[config.mk]
export PLATFORM = sky130hd
export DESIGN_NAME = picr_regs
export DESIGN_NICKNAME = d
export VERILOG_FILES = /design/src/core/picr_pkg.sv /design/src/core/picr_post_bank.sv /design/src/core/picr_regs.sv
export SDC_FILE = /design/constraint.sdc
export NUM_CORES = 1
export LEC_CHECK = 0
export ABC_AREA = 1
export CORE_ASPECT_RATIO = 1.5
export CORE_MARGIN = 2
export CORE_UTILIZATION = 30
export CTS_CLUSTER_SIZE = 10
export DETAILED_ROUTE_END_ITERATION = 8
export DONT_BUFFER_PORTS = 1
export SYNTH_ARGS = -nofsm -noshare
export SYNTH_HDL_FRONTEND = slang
export SYNTH_SLANG_ARGS = --single-unit
[constraint.sdc]
create_clock -name clk_i -period 2.15 [get_ports clk_i]
set_input_delay 0.215 -clock clk_i [delete_from_list [all_inputs] [get_ports clk_i]]
set_output_delay 0.215 -clock clk_i [all_outputs]
set_load 0.02 [all_outputs]
[src/core/picr_pkg.sv]
/*
 * Constants and carrier types for the posted interrupt clear/post registers.
 * Assumes a 32-bit classic Wishbone slave port with byte addresses.
 */
package picr_pkg;

    // Bus geometry and source count
    localparam int unsigned PICR_ADR_W = 10;
    localparam int unsigned PICR_SRC_N = 24;

    // Register indices; byte address is four times the index
    localparam logic [7:0] PICR_IDX_CLEAR_0 = 8'hDA;
    localparam logic [7:0] PICR_IDX_CLEAR_1 = 8'hDB;
    localparam logic [7:0] PICR_IDX_CLEAR_2 = 8'hDC;
    localparam logic [7:0] PICR_IDX_CTRL = 8'hE0;
    localparam logic [7:0] PICR_IDX_EV_STAT = 8'hE1;
    localparam logic [7:0] PICR_IDX_EV_MASK = 8'hE2;

    // Field layout
    localparam logic [7:0] PICR_CLEAR_2_USED = 8'h3F;
    localparam int unsigned PICR_CTRL_SWEN = 0;
    localparam logic [7:0] PICR_RST_BYTE = 8'h00;

    // Event bits of the status and mask registers
    localparam int unsigned PICR_EV_POST = 0;
    localparam int unsigned PICR_EV_CLEAR = 1;
    localparam int unsigned PICR_EV_RAISE = 2;
    localparam int unsigned PICR_EV_RSVD = 3;
    localparam int unsigned PICR_EV_W = 4;

    // One write to the posted bank
    typedef struct packed {
        logic valid;
        logic swen;
        logic [PICR_SRC_N-1:0] lanes;
        logic [PICR_SRC_N-1:0] data;
    } picr_wcmd_t;

    // State of the register block apart from the bank's pending flags
    typedef struct packed {
        logic ack;
        logic [31:0] rdata;
        logic swen;
        logic [PICR_EV_W-1:0] ev_stat;
        logic [PICR_EV_W-1:0] ev_mask;
        logic irq;
    } picr_state_t;

endpackage : picr_pkg

[src/core/picr_post_bank.sv]
/*
 * Pending flags of all interrupt sources, raised by hardware or software.
 * Assumes raise and taken strobes come from logic on the same clock.
 */
`timescale 1ns/1ns
module picr_post_bank
    import picr_pkg::*;
#(
    parameter int unsigned N = PICR_SRC_N
) (
    input wire logic clk_i,
    input wire logic rst_i,
    input wire picr_wcmd_t wcmd_i,
    input wire logic [N-1:0] raise_i,
    input wire logic [N-1:0] taken_i,
    output logic [N-1:0] pending_o,
    output logic [N-1:0] cleared_o
);

    typedef struct packed {
        logic [N-1:0] pending;
    } picr_bank_t;

    picr_bank_t s;
    picr_bank_t next_s;
    logic [N-1:0] set_v;
    logic [N-1:0] clr_v;

    // Software and hardware share one pending set; any set beats any clear
    always_comb begin
        next_s = s;
        set_v = {N{wcmd_i.valid & wcmd_i.swen}} & wcmd_i.lanes & wcmd_i.data;
        clr_v = {N{wcmd_i.valid & ~wcmd_i.swen}} & wcmd_i.lanes & ~wcmd_i.data;
        next_s.pending = (s.pending & ~(clr_v | taken_i)) | set_v | raise_i;
        cleared_o = s.pending & clr_v & ~set_v & ~raise_i;
    end

    // State register
    always_ff @(posedge clk_i) begin
        if (rst_i) begin
            s <= '0;
        end else begin
            s <= next_s;
        end
    end

    assign pending_o = s.pending;

endmodule : picr_post_bank

[src/core/picr_regs.sv]
/*
 * Wishbone register front end of the posted interrupt clear/post registers,
 * with the software enable, an event status/mask pair and one interrupt line.
 * Assumes a classic Wishbone master on clk_i and source strobes on clk_i.
 */
`timescale 1ns/1ns

module picr_regs
    import picr_pkg::*;
(
    input wire logic clk_i,
    input wire logic rst_i,
    input wire logic wb_cyc_i,
    input wire logic wb_stb_i,
    input wire logic wb_we_i,
    input wire logic [PICR_ADR_W-1:0] wb_adr_i,
    input wire logic [3:0] wb_sel_i,
    input wire logic [31:0] wb_dat_i,
    output logic [31:0] wb_dat_o,
    output logic wb_ack_o,
    input wire logic [PICR_SRC_N-1:0] src_raise_i,
    input wire logic [PICR_SRC_N-1:0] src_taken_i,
    output logic [PICR_SRC_N-1:0] pending_o,
    output logic software_interrupt_enable_o,
    output logic irq_o
);

    picr_state_t s;
    picr_state_t next_s;
    picr_wcmd_t wcmd;
    logic [PICR_SRC_N-1:0] pend;
    logic [PICR_SRC_N-1:0] cleared;
    logic [7:0] idx;
    logic req;
    logic fire;
    logic [7:0] rd_byte;
    logic [7:0] wr_byte;
    logic [PICR_EV_W-1:0] ev_set;
    logic [PICR_EV_W-1:0] ev_w1c;
    logic [PICR_SRC_N-1:0] raise_used;
    logic [PICR_SRC_N-1:0] taken_used;

    // Sources 23..22 have no register bit; keep them out of the pending set
    assign raise_used = {2'b00, src_raise_i[21:0]};
    assign taken_used = {2'b00, src_taken_i[21:0]};

    assign idx = wb_adr_i[PICR_ADR_W-1:2];
    assign req = wb_cyc_i & wb_stb_i;

    // Write lands on the edge where the master sees ack
    assign fire = req & s.ack & wb_we_i & wb_sel_i[0];
    assign wr_byte = wb_dat_i[7:0];

    // Read mux; reserved and unmapped bits read zero
    always_comb begin
        rd_byte = PICR_RST_BYTE;
        unique case (idx)
            PICR_IDX_CLEAR_0: rd_byte = pend[7:0];
            PICR_IDX_CLEAR_1: rd_byte = pend[15:8];
            PICR_IDX_CLEAR_2: rd_byte = {2'b00, pend[21:16]};
            PICR_IDX_CTRL: rd_byte = {7'h00, s.swen};
            PICR_IDX_EV_STAT: rd_byte = {4'h0, s.ev_stat};
            PICR_IDX_EV_MASK: rd_byte = {4'h0, s.ev_mask};
            default: rd_byte = PICR_RST_BYTE;
        endcase
    end

    // Write command to the pending bank, one byte lane per register
    always_comb begin
        wcmd.valid = 1'b0;
        wcmd.swen = s.swen;
        wcmd.lanes = '0;
        wcmd.data = '0;
        if (fire) begin
            unique case (idx)
                PICR_IDX_CLEAR_0: begin
                    wcmd.valid = 1'b1;
                    wcmd.lanes[7:0] = 8'hFF;
                    wcmd.data[7:0] = wr_byte;
                end
                PICR_IDX_CLEAR_1: begin
                    wcmd.valid = 1'b1;
                    wcmd.lanes[15:8] = 8'hFF;
                    wcmd.data[15:8] = wr_byte;
                end
                PICR_IDX_CLEAR_2: begin
                    wcmd.valid = 1'b1;
                    wcmd.lanes[21:16] = PICR_CLEAR_2_USED[5:0];
                    wcmd.data[21:16] = wr_byte[5:0];
                end
                default: wcmd.valid = 1'b0;
            endcase
        end
    end

    // Pending flags of all sources
    picr_post_bank #(
        .N(PICR_SRC_N)
    ) u_bank (
        .clk_i(clk_i),
        .rst_i(rst_i),
        .wcmd_i(wcmd),
        .raise_i(raise_used),
        .taken_i(taken_used),
        .pending_o(pend),
        .cleared_o(cleared)
    );

    // Events seen by the block's own interrupt
    always_comb begin
        ev_set = '0;
        ev_set[PICR_EV_POST] = wcmd.valid & s.swen & |(wcmd.lanes & wcmd.data);
        ev_set[PICR_EV_CLEAR] = |cleared;
        ev_set[PICR_EV_RAISE] = |raise_used;
        ev_set[PICR_EV_RSVD] = fire & (idx == PICR_IDX_CLEAR_2) & |(wr_byte & ~PICR_CLEAR_2_USED);
        ev_w1c = '0;
        if (fire && idx == PICR_IDX_EV_STAT) begin
            ev_w1c = wr_byte[PICR_EV_W-1:0];
        end
    end

    // Bus handshake, control registers and interrupt line
    always_comb begin
        next_s = s;
        next_s.ack = req & ~s.ack;
        if (req && !s.ack) begin
            next_s.rdata = {24'h000000, rd_byte};
        end
        if (fire && idx == PICR_IDX_CTRL) begin
            next_s.swen = wr_byte[PICR_CTRL_SWEN];
        end
        if (fire && idx == PICR_IDX_EV_MASK) begin
            next_s.ev_mask = wr_byte[PICR_EV_W-1:0];
        end
        // Set wins over a clear in the same cycle
        next_s.ev_stat = (s.ev_stat & ~ev_w1c) | ev_set;
        next_s.irq = |(next_s.ev_stat & next_s.ev_mask);
    end

    // State register
    always_ff @(posedge clk_i) begin
        if (rst_i) begin
            s <= '0;
        end else begin
            s <= next_s;
        end
    end

    // Outputs straight from flops
    assign wb_dat_o = s.rdata;
    assign wb_ack_o = s.ack;
    assign pending_o = pend;
    assign software_interrupt_enable_o = s.swen;
    assign irq_o = s.irq;
endmodule : picr_regs
Word level (Yosys, flattened, before mapping)
Index checks and enable logic that the tools add are counted.

storage, ports and cells
  flip-flop bits (word level) = 43
  latch bits = 0
  memory bits (writable) = 0
  memory bits (read-only) = 0
  output and inout bits = 59
  word-level logic and storage cells = 69
  memories = 0

cells by class
  add/subtract/negate cells = 0
  multiply operators = 0
  divide/modulo/power cells = 0
  magnitude comparators = 0
  equality and inequality tests = 6
  shift operators = 0
  muxes and demuxes = 13
  bitwise logic cells = 32
  reductions and logical operators = 11

operators with widths
  cell                number
  $and 24x24->24      5
  $and 24x22->24      3
  $eq 8x8->1 const B  6
  $not 22->24         2
  $not 24->24         2
  $or 24x22->24       2
  $pmux 8 s6          1
  $reduce_or 24->1    2
  $mux 22             2
  $mux 8              4
  $or 24x24->24       1
  $and 22x22->22      1
  $reduce_or 22->1    1
  $mux 6              2
  $and 1x1->1         10
  $and 4x4->4         2
  $mux 4              2
  $logic_and 1x1->1   4
  $not 4->4           1
  $or 4x4->4          1
  $reduce_or 4->1     1
  $reduce_or 3->1     1
  $mux 1              2
  $not 1->1           2
  other kinds (2)     2

Longest topological paths before layout
  depth in word-level cells = 15
  depth in mapped cells = 14

By module
A second synthesis with hierarchy kept.

unflattened totals
  cell total of the unflattened synthesis = 580
  area total of the unflattened synthesis = 3706.1 um^2

by module, submodules not included
  module          instances  cells an instance  area an instance (um^2)  sequential area each (um^2)
  picr_post_bank  1          297                1949.4                   480.5
  picr_regs       1          283                1756.7                   380.4

Worst setup path after synthesis
No wires, ideal clock.

  path type = reg-to-reg
  start point = reg s (netlist bit wb_ack_o)
  end point = reg u_bank.s (netlist bit u_bank.pending_o[18])
  library setup time = 0.115 ns
  data arrival time = 1.493 ns
  required time = 2.035 ns
  path slack = 0.542 ns
  stages on the path, launching flop included = 11
  path buffers = 1
  clock period less this slack = 1.608 ns
  cell sequence = dfxtp_1 > nand3_2 > nor2_8 > nand3_2 > nor2_2 > buf_4 > nand2_1 > nand3b_1 > o31ai_1 > o21ai_0 > inv_1

on the way
  cells in the longest elaborated chain, start to end = 12
  elaborated cells between the ends (all ways) = 18
  classes of those cells = mux: 3; bitwise: 15

RTL lines
  element                     RTL line              RTL
  start: declaration          picr_regs.sv:28       picr_state_t s;
  start signal: assignment    picr_regs.sv:145      s <= next_s;
  $and 1x1->1 * (3 in a row)  picr_regs.sv:51       assign fire = req & s.ack & wb_we_i & wb_sel_i[0];
  $mux 1                      picr_regs.sv:74       if (fire) begin
  $and 1x1->1                 picr_post_bank.sv:33  clr_v = {N{wcmd_i.valid & ~wcmd_i.swen}} & wcmd_i.lanes & ~wcmd_i.data;
  $and 24x22->24              picr_post_bank.sv:33
  $and 24x24->24              picr_post_bank.sv:33
  $or 24x22->24               picr_post_bank.sv:34  next_s.pending = (s.pending & ~(clr_v | taken_i)) | set_v | raise_i;
  $not 24->24                 picr_post_bank.sv:34
  $and 24x24->24              picr_post_bank.sv:34
  $or 24x24->24 *             picr_post_bank.sv:34
  $or 24x22->24 *             picr_post_bank.sv:34
  end signal: assignment      picr_post_bank.sv:43  s <= next_s;
  end: declaration            picr_post_bank.sv:24  picr_bank_t s;

Every way passes the cells marked *; elsewhere a longest branch is shown, timed or not.
A chain may end at the register's enable or synchronous reset.

Worst setup path in the final report
  start point = reg s (netlist bit wb_ack_o)
  end point = reg s (netlist bit irq_o)

on the way
  cells in the longest elaborated chain, start to end = 14
  elaborated cells between the ends (all ways) = 32
  classes of those cells = mux: 5; bitwise: 22; reduce/logical: 5

RTL lines
  element                                           RTL line                                                      RTL
  $and 1x1->1 * (3 in a row)                        picr_regs.sv:51
  $mux 1                                            picr_regs.sv:74
  $and 1x1->1 (on tied branches)                    picr_post_bank.sv:33, picr_post_bank.sv:32, picr_regs.sv:112
  $and 24x22->24 (on tied branches)                 picr_post_bank.sv:33, picr_post_bank.sv:32
  $and 24x24->24 or $and 24x22->24 (tied branches)  picr_post_bank.sv:33, picr_post_bank.sv:32
  $and 24x24->24 or $not 24->24 (tied branches)     picr_post_bank.sv:35                                          cleared_o = s.pending & clr_v & ~set_v & ~raise_i;
  $and 24x24->24 (2 in a row)                       picr_post_bank.sv:35
  $reduce_or 24->1                                  picr_regs.sv:113                                              ev_set[PICR_EV_CLEAR] = |cleared;
  $or 4x4->4                                        picr_regs.sv:136                                              next_s.ev_stat = (s.ev_stat & ~ev_w1c) | ev_set;
  $and 4x4->4 *                                     picr_regs.sv:137                                              next_s.irq = |(next_s.ev_stat & next_s.ev_mask);
  $reduce_or 4->1 *                                 picr_regs.sv:137

Marks and branches as above.

==> load_flow_metrics.sql <==
INSERT INTO impl_metrics (metric_group, metric, value, unit) VALUES
('outcome', 'outcome', 'completed', ''),
('detailed_routing', 'drt.antenna.violating_nets', '0', ''),
('clock_network', 'total_cts_buffers', '5', ''),
('critical_path', 'timing.critical_path.arrival', '2180', 'ps'),
('synthesis', 'async_reset_ff_share', '0', '%'),
('die', 'ios', '158', ''),
('detailed_routing', 'drc', '0', ''),
('clock_network', 'cts.sinks', '41', ''),
('synthesis', 'ys_top_cells_by_count', '104 x sky130_fd_sc_hd__nand2_1, 70 x sky130_fd_sc_hd__nor2_1, 61 x sky130_fd_sc_hd__inv_1', ''),
('global_route', 'initial_antenna_violation_count', '0', ''),
('global_route', 'overflow_after_grt', '0', ''),
('critical_path', 'critical_path.startpoint_type', 'flop', ''),
('synthesis', 'synth_sequential_area_ratio', '27.4', '%'),
('global_route', 'grt_first_pass_wirelength', '15700', 'um'),
('synthesis', 'synth.most_common_cell', 'sky130_fd_sc_hd__nand2_1', ''),
('final_layout', 'areaGrowthSynthToFinish', '6.44', '%'),
('synthesis', 'synth-seq-cells', '41', ''),
('sta', 'fin_setup_tns', '0', 'ps'),
('synthesis', 'netlist.top_cell.by_area', 'sky130_fd_sc_hd__dfxtp_1', ''),
('detailed_routing', 'finalWirelength', '10100', 'um'),
('synthesis', 'synth_top_area_share', '27.4', '%'),
('synthesis', 'synth-edff-count', '0', ''),
('detailed_routing', 'viasPerCell', '5.19', ''),
('sta', 'timing.clock.skew', '3.13', 'ps'),
('critical_path', 'timing_worst_setup_path_type', 'flop to flop', ''),
('power', 'power.static_leakage', '1.47', 'nW'),
('synthesis', 'syn_area_per_cell', '6.34', 'um^2'),
('synthesis', 'synth.mux.area_fraction', '0', '%'),
('synthesis', 'synth-xor-area-share', '0', '%'),
('die', 'placeableCoreArea', '0.00969', 'mm^2'),
('placed_design', 'post-dp-hpwl', '8170', 'um'),
('sta', 'final_hold_viol_count', '0', ''),
('global_route', 'globalRouteTotalUtil', '18.8', '%'),
('synthesis', 'netlist_instances', '472', ''),
('sta', 'timing.fmax', '515', 'MHz'),
('sta', 'post-route-min-period', '1940', 'ps'),
('placed_design', 'finalWeightedCongestion', '0.921', ''),
('synthesis', 'synth.lib_cells_used.distinct', '34', ''),
('placed_design', 'total_placed_cells_including_tap_cells', '576', ''),
('die', 'die_area', '0.0108', 'mm^2'),
('detailed_routing', 'drt-pass1-iter-count', '4', ''),
('critical_path', 'critical_path_fanouts_max', '5', ''),
('global_route', 'grt_pass1_vias', '3068', ''),
('detailed_routing', 'drt-initial-drc-count', '162', ''),
('synthesis', 'synth_compound_area_share', '13.3', '%'),
('critical_path', 'worst-endpoint-required', '2390', 'ps'),
('clock_network', 'clk_pin_slew_worst_paths', '70', 'ps'),
('placed_design', 'portBuffers', '0', ''),
('sta', 'setup_viol', '0', ''),
('synthesis', 'synth_warnings', '0', ''),
('synthesis', 'synth_top_family_by_area', 'simple AND/OR/NAND/NOR gates', ''),
('detailed_routing', 'drt-wirelength-per-cell', '17.3', 'um'),
('global_route', 'grt_start_max_net_pins', '24', ''),
('clock_network', 'cts_tree', 'built', ''),
('clock_network', 'htree_depth', '2', ''),
('die', 'floorplan.initialDensity', '30.9', '%'),
('power', 'pwr_per_cell_area', '616', 'mW/mm^2'),
('synthesis', 'yosys-top-cells-area', 'sky130_fd_sc_hd__dfxtp_1 27%, sky130_fd_sc_hd__nand2_1 13%, sky130_fd_sc_hd__buf_4 8.8%, sky130_fd_sc_hd__nor2_1 8.8%, sky130_fd_sc_hd__inv_1 7.7%', ''),
('critical_path', 'critical_path.endpoint_type', 'flop', ''),
('clock_network', 'clk_latency', '290', 'ps'),
('power', 'max-vdd-ir-drop', '0.000314', 'V'),
('worst_hold_path', 'hp-class', 'input pin to flop', ''),
('clock_network', 'cts_resized', '0', ''),
('final_layout', 'layout.cells.non_filler', '588', ''),
('sta', 'final-max-slew-violation-count', '0', ''),
('die', 'dieWidth', '85.6', 'um'),
('sta', 'rsz0062_at_grt', 'false', ''),
('synthesis', 'syn-cell-area', '0.00299', 'mm^2'),
('final_layout', 'layout-drive-gt1-share', '9.09', '%'),
('die', 'placement_rows', '44', ''),
('synthesis', 'synth_adder_area_share', '0', '%');
sequential cells by signal, indices dropped and copies added, names as in the netlist:
| name | count |
|---|---|
| u_bank.pending_o | 22 |
| wb_dat_o | 8 |
| irq_o | 1 |
| software_interrupt_enable_o | 1 |
| wb_ack_o | 1 |
| s | 8 |
worst max-delay path: stages (launching register included):
cell and delay [ps]:
sky130_fd_sc_hd__dfxtp_1 500, sky130_fd_sc_hd__nand3_2 170, sky130_fd_sc_hd__nor2_8 170, sky130_fd_sc_hd__nand3_2 120, sky130_fd_sc_hd__nor2_2 210, sky130_fd_sc_hd__buf_4 180
sky130_fd_sc_hd__nand3b_1 80, sky130_fd_sc_hd__nand2_1 70, sky130_fd_sc_hd__inv_1 40, sky130_fd_sc_hd__nand2_1 50, sky130_fd_sc_hd__nor2_1 70, sky130_fd_sc_hd__nand2_1 90
sky130_fd_sc_hd__nand2_1 60, sky130_fd_sc_hd__nand2_1 70
report_power, final:
part           internal (mW)  total, mW  switching (mW)
Combinational         0.0529      0.211           0.158
Clock                  0.550      0.899           0.349
Sequential             0.790      0.852          0.0624
layer usage:
metal | wire length, um | share of wire (%) | global-route usage, % | vias to the layer above
met5 | 0 | 0 | 0 | -
met2 | 4970 | 49 | 31.9 | 152
met4 | 677 | 6.7 | 13.0 | 0
li1 | - | - | - | 1462
met3 | 967 | 9.5 | 7.16 | 37
met1 | 3530 | 35 | 18.6 | 1401
through the flow:
step | hold slack [ps] | instance area (um^2) | power (mW) | utilization, % | setup slack, ps
floorplan | 327 | 3090 | 1.06 | - | 542
global placement | 289 | 2970 | 1.07 | 30.6 | 265
detailed placement | 292 | 2970 | 1.07 | 30.6 | 235
CTS | 1.26 | 3160 | 1.97 | 32.6 | 227
global route | 5.63 | 3190 | 2.03 | 32.9 | 13.6
finish | 6.13 | 3190 | 1.96 | 32.9 | 207
worst paths after layout:
| check | from | end | slack [ps] | depth (start not counted) |
|---|---|---|---|---|
| hold reg to reg | s[2] | s[2] | 490 | 2 |
| setup reg to reg | wb_ack_o | irq_o | 210 | 13 |
| setup / recovery | wb_ack_o | irq_o | 210 | 13 |
| hold / removal | rst_i | s[1] | 6 | 1 |
layout by cell type, fill, tap and decap left out, types with 2 or more instances in the layout:
master and n:
sky130_fd_sc_hd__nor2_8 2, sky130_fd_sc_hd__nor2_2 3, sky130_fd_sc_hd__nor3_1 2, sky130_fd_sc_hd__inv_2 3, sky130_fd_sc_hd__o22ai_1 5, sky130_fd_sc_hd__a211o_1 6
sky130_fd_sc_hd__o21ai_0 17, sky130_fd_sc_hd__dlygate4sd3_1 2, sky130_fd_sc_hd__nand3_1 31, sky130_fd_sc_hd__clkinv_1 5, sky130_fd_sc_hd__a21oi_1 20, sky130_fd_sc_hd__nand4_1 15
sky130_fd_sc_hd__nand3_2 7, sky130_fd_sc_hd__nor2_4 3, sky130_fd_sc_hd__inv_1 61, sky130_fd_sc_hd__o31ai_1 5, sky130_fd_sc_hd__conb_1 26, sky130_fd_sc_hd__o21ai_1 4
sky130_fd_sc_hd__nor2_1 70, sky130_fd_sc_hd__buf_4 8, sky130_fd_sc_hd__clkbuf_16 5, sky130_fd_sc_hd__o221ai_1 2, sky130_fd_sc_hd__a211oi_1 5, sky130_fd_sc_hd__nand2_1 104
sky130_fd_sc_hd__dfxtp_1 41, sky130_fd_sc_hd__nand3b_1 8, sky130_fd_sc_hd__nand2_2 4
kinds of logic after synthesis:
kind of cell / Yosys count
simple gates: 252
buf+inv: 112
compound gates: 66
flops: 41
other cells: 1
final cells by class:
type / instances / area (um^2)
tap: 115 / 144
clock inverter: 3 / 46.3
fill: 1098 / 6500
clock buffer: 5 / 125
sequential: 41 / 821
timing repair buffer: 11 / 100
multi-input combinational: 344 / 1690
inverter: 69 / 259
repair_timing:
item,in CTS,in global routing
hold buffers,2,0
endpoints found under the hold margin,23,0
setup endpoints to repair,0,1
setup buffers,0,2
Power figures use the tool's default switching activity.
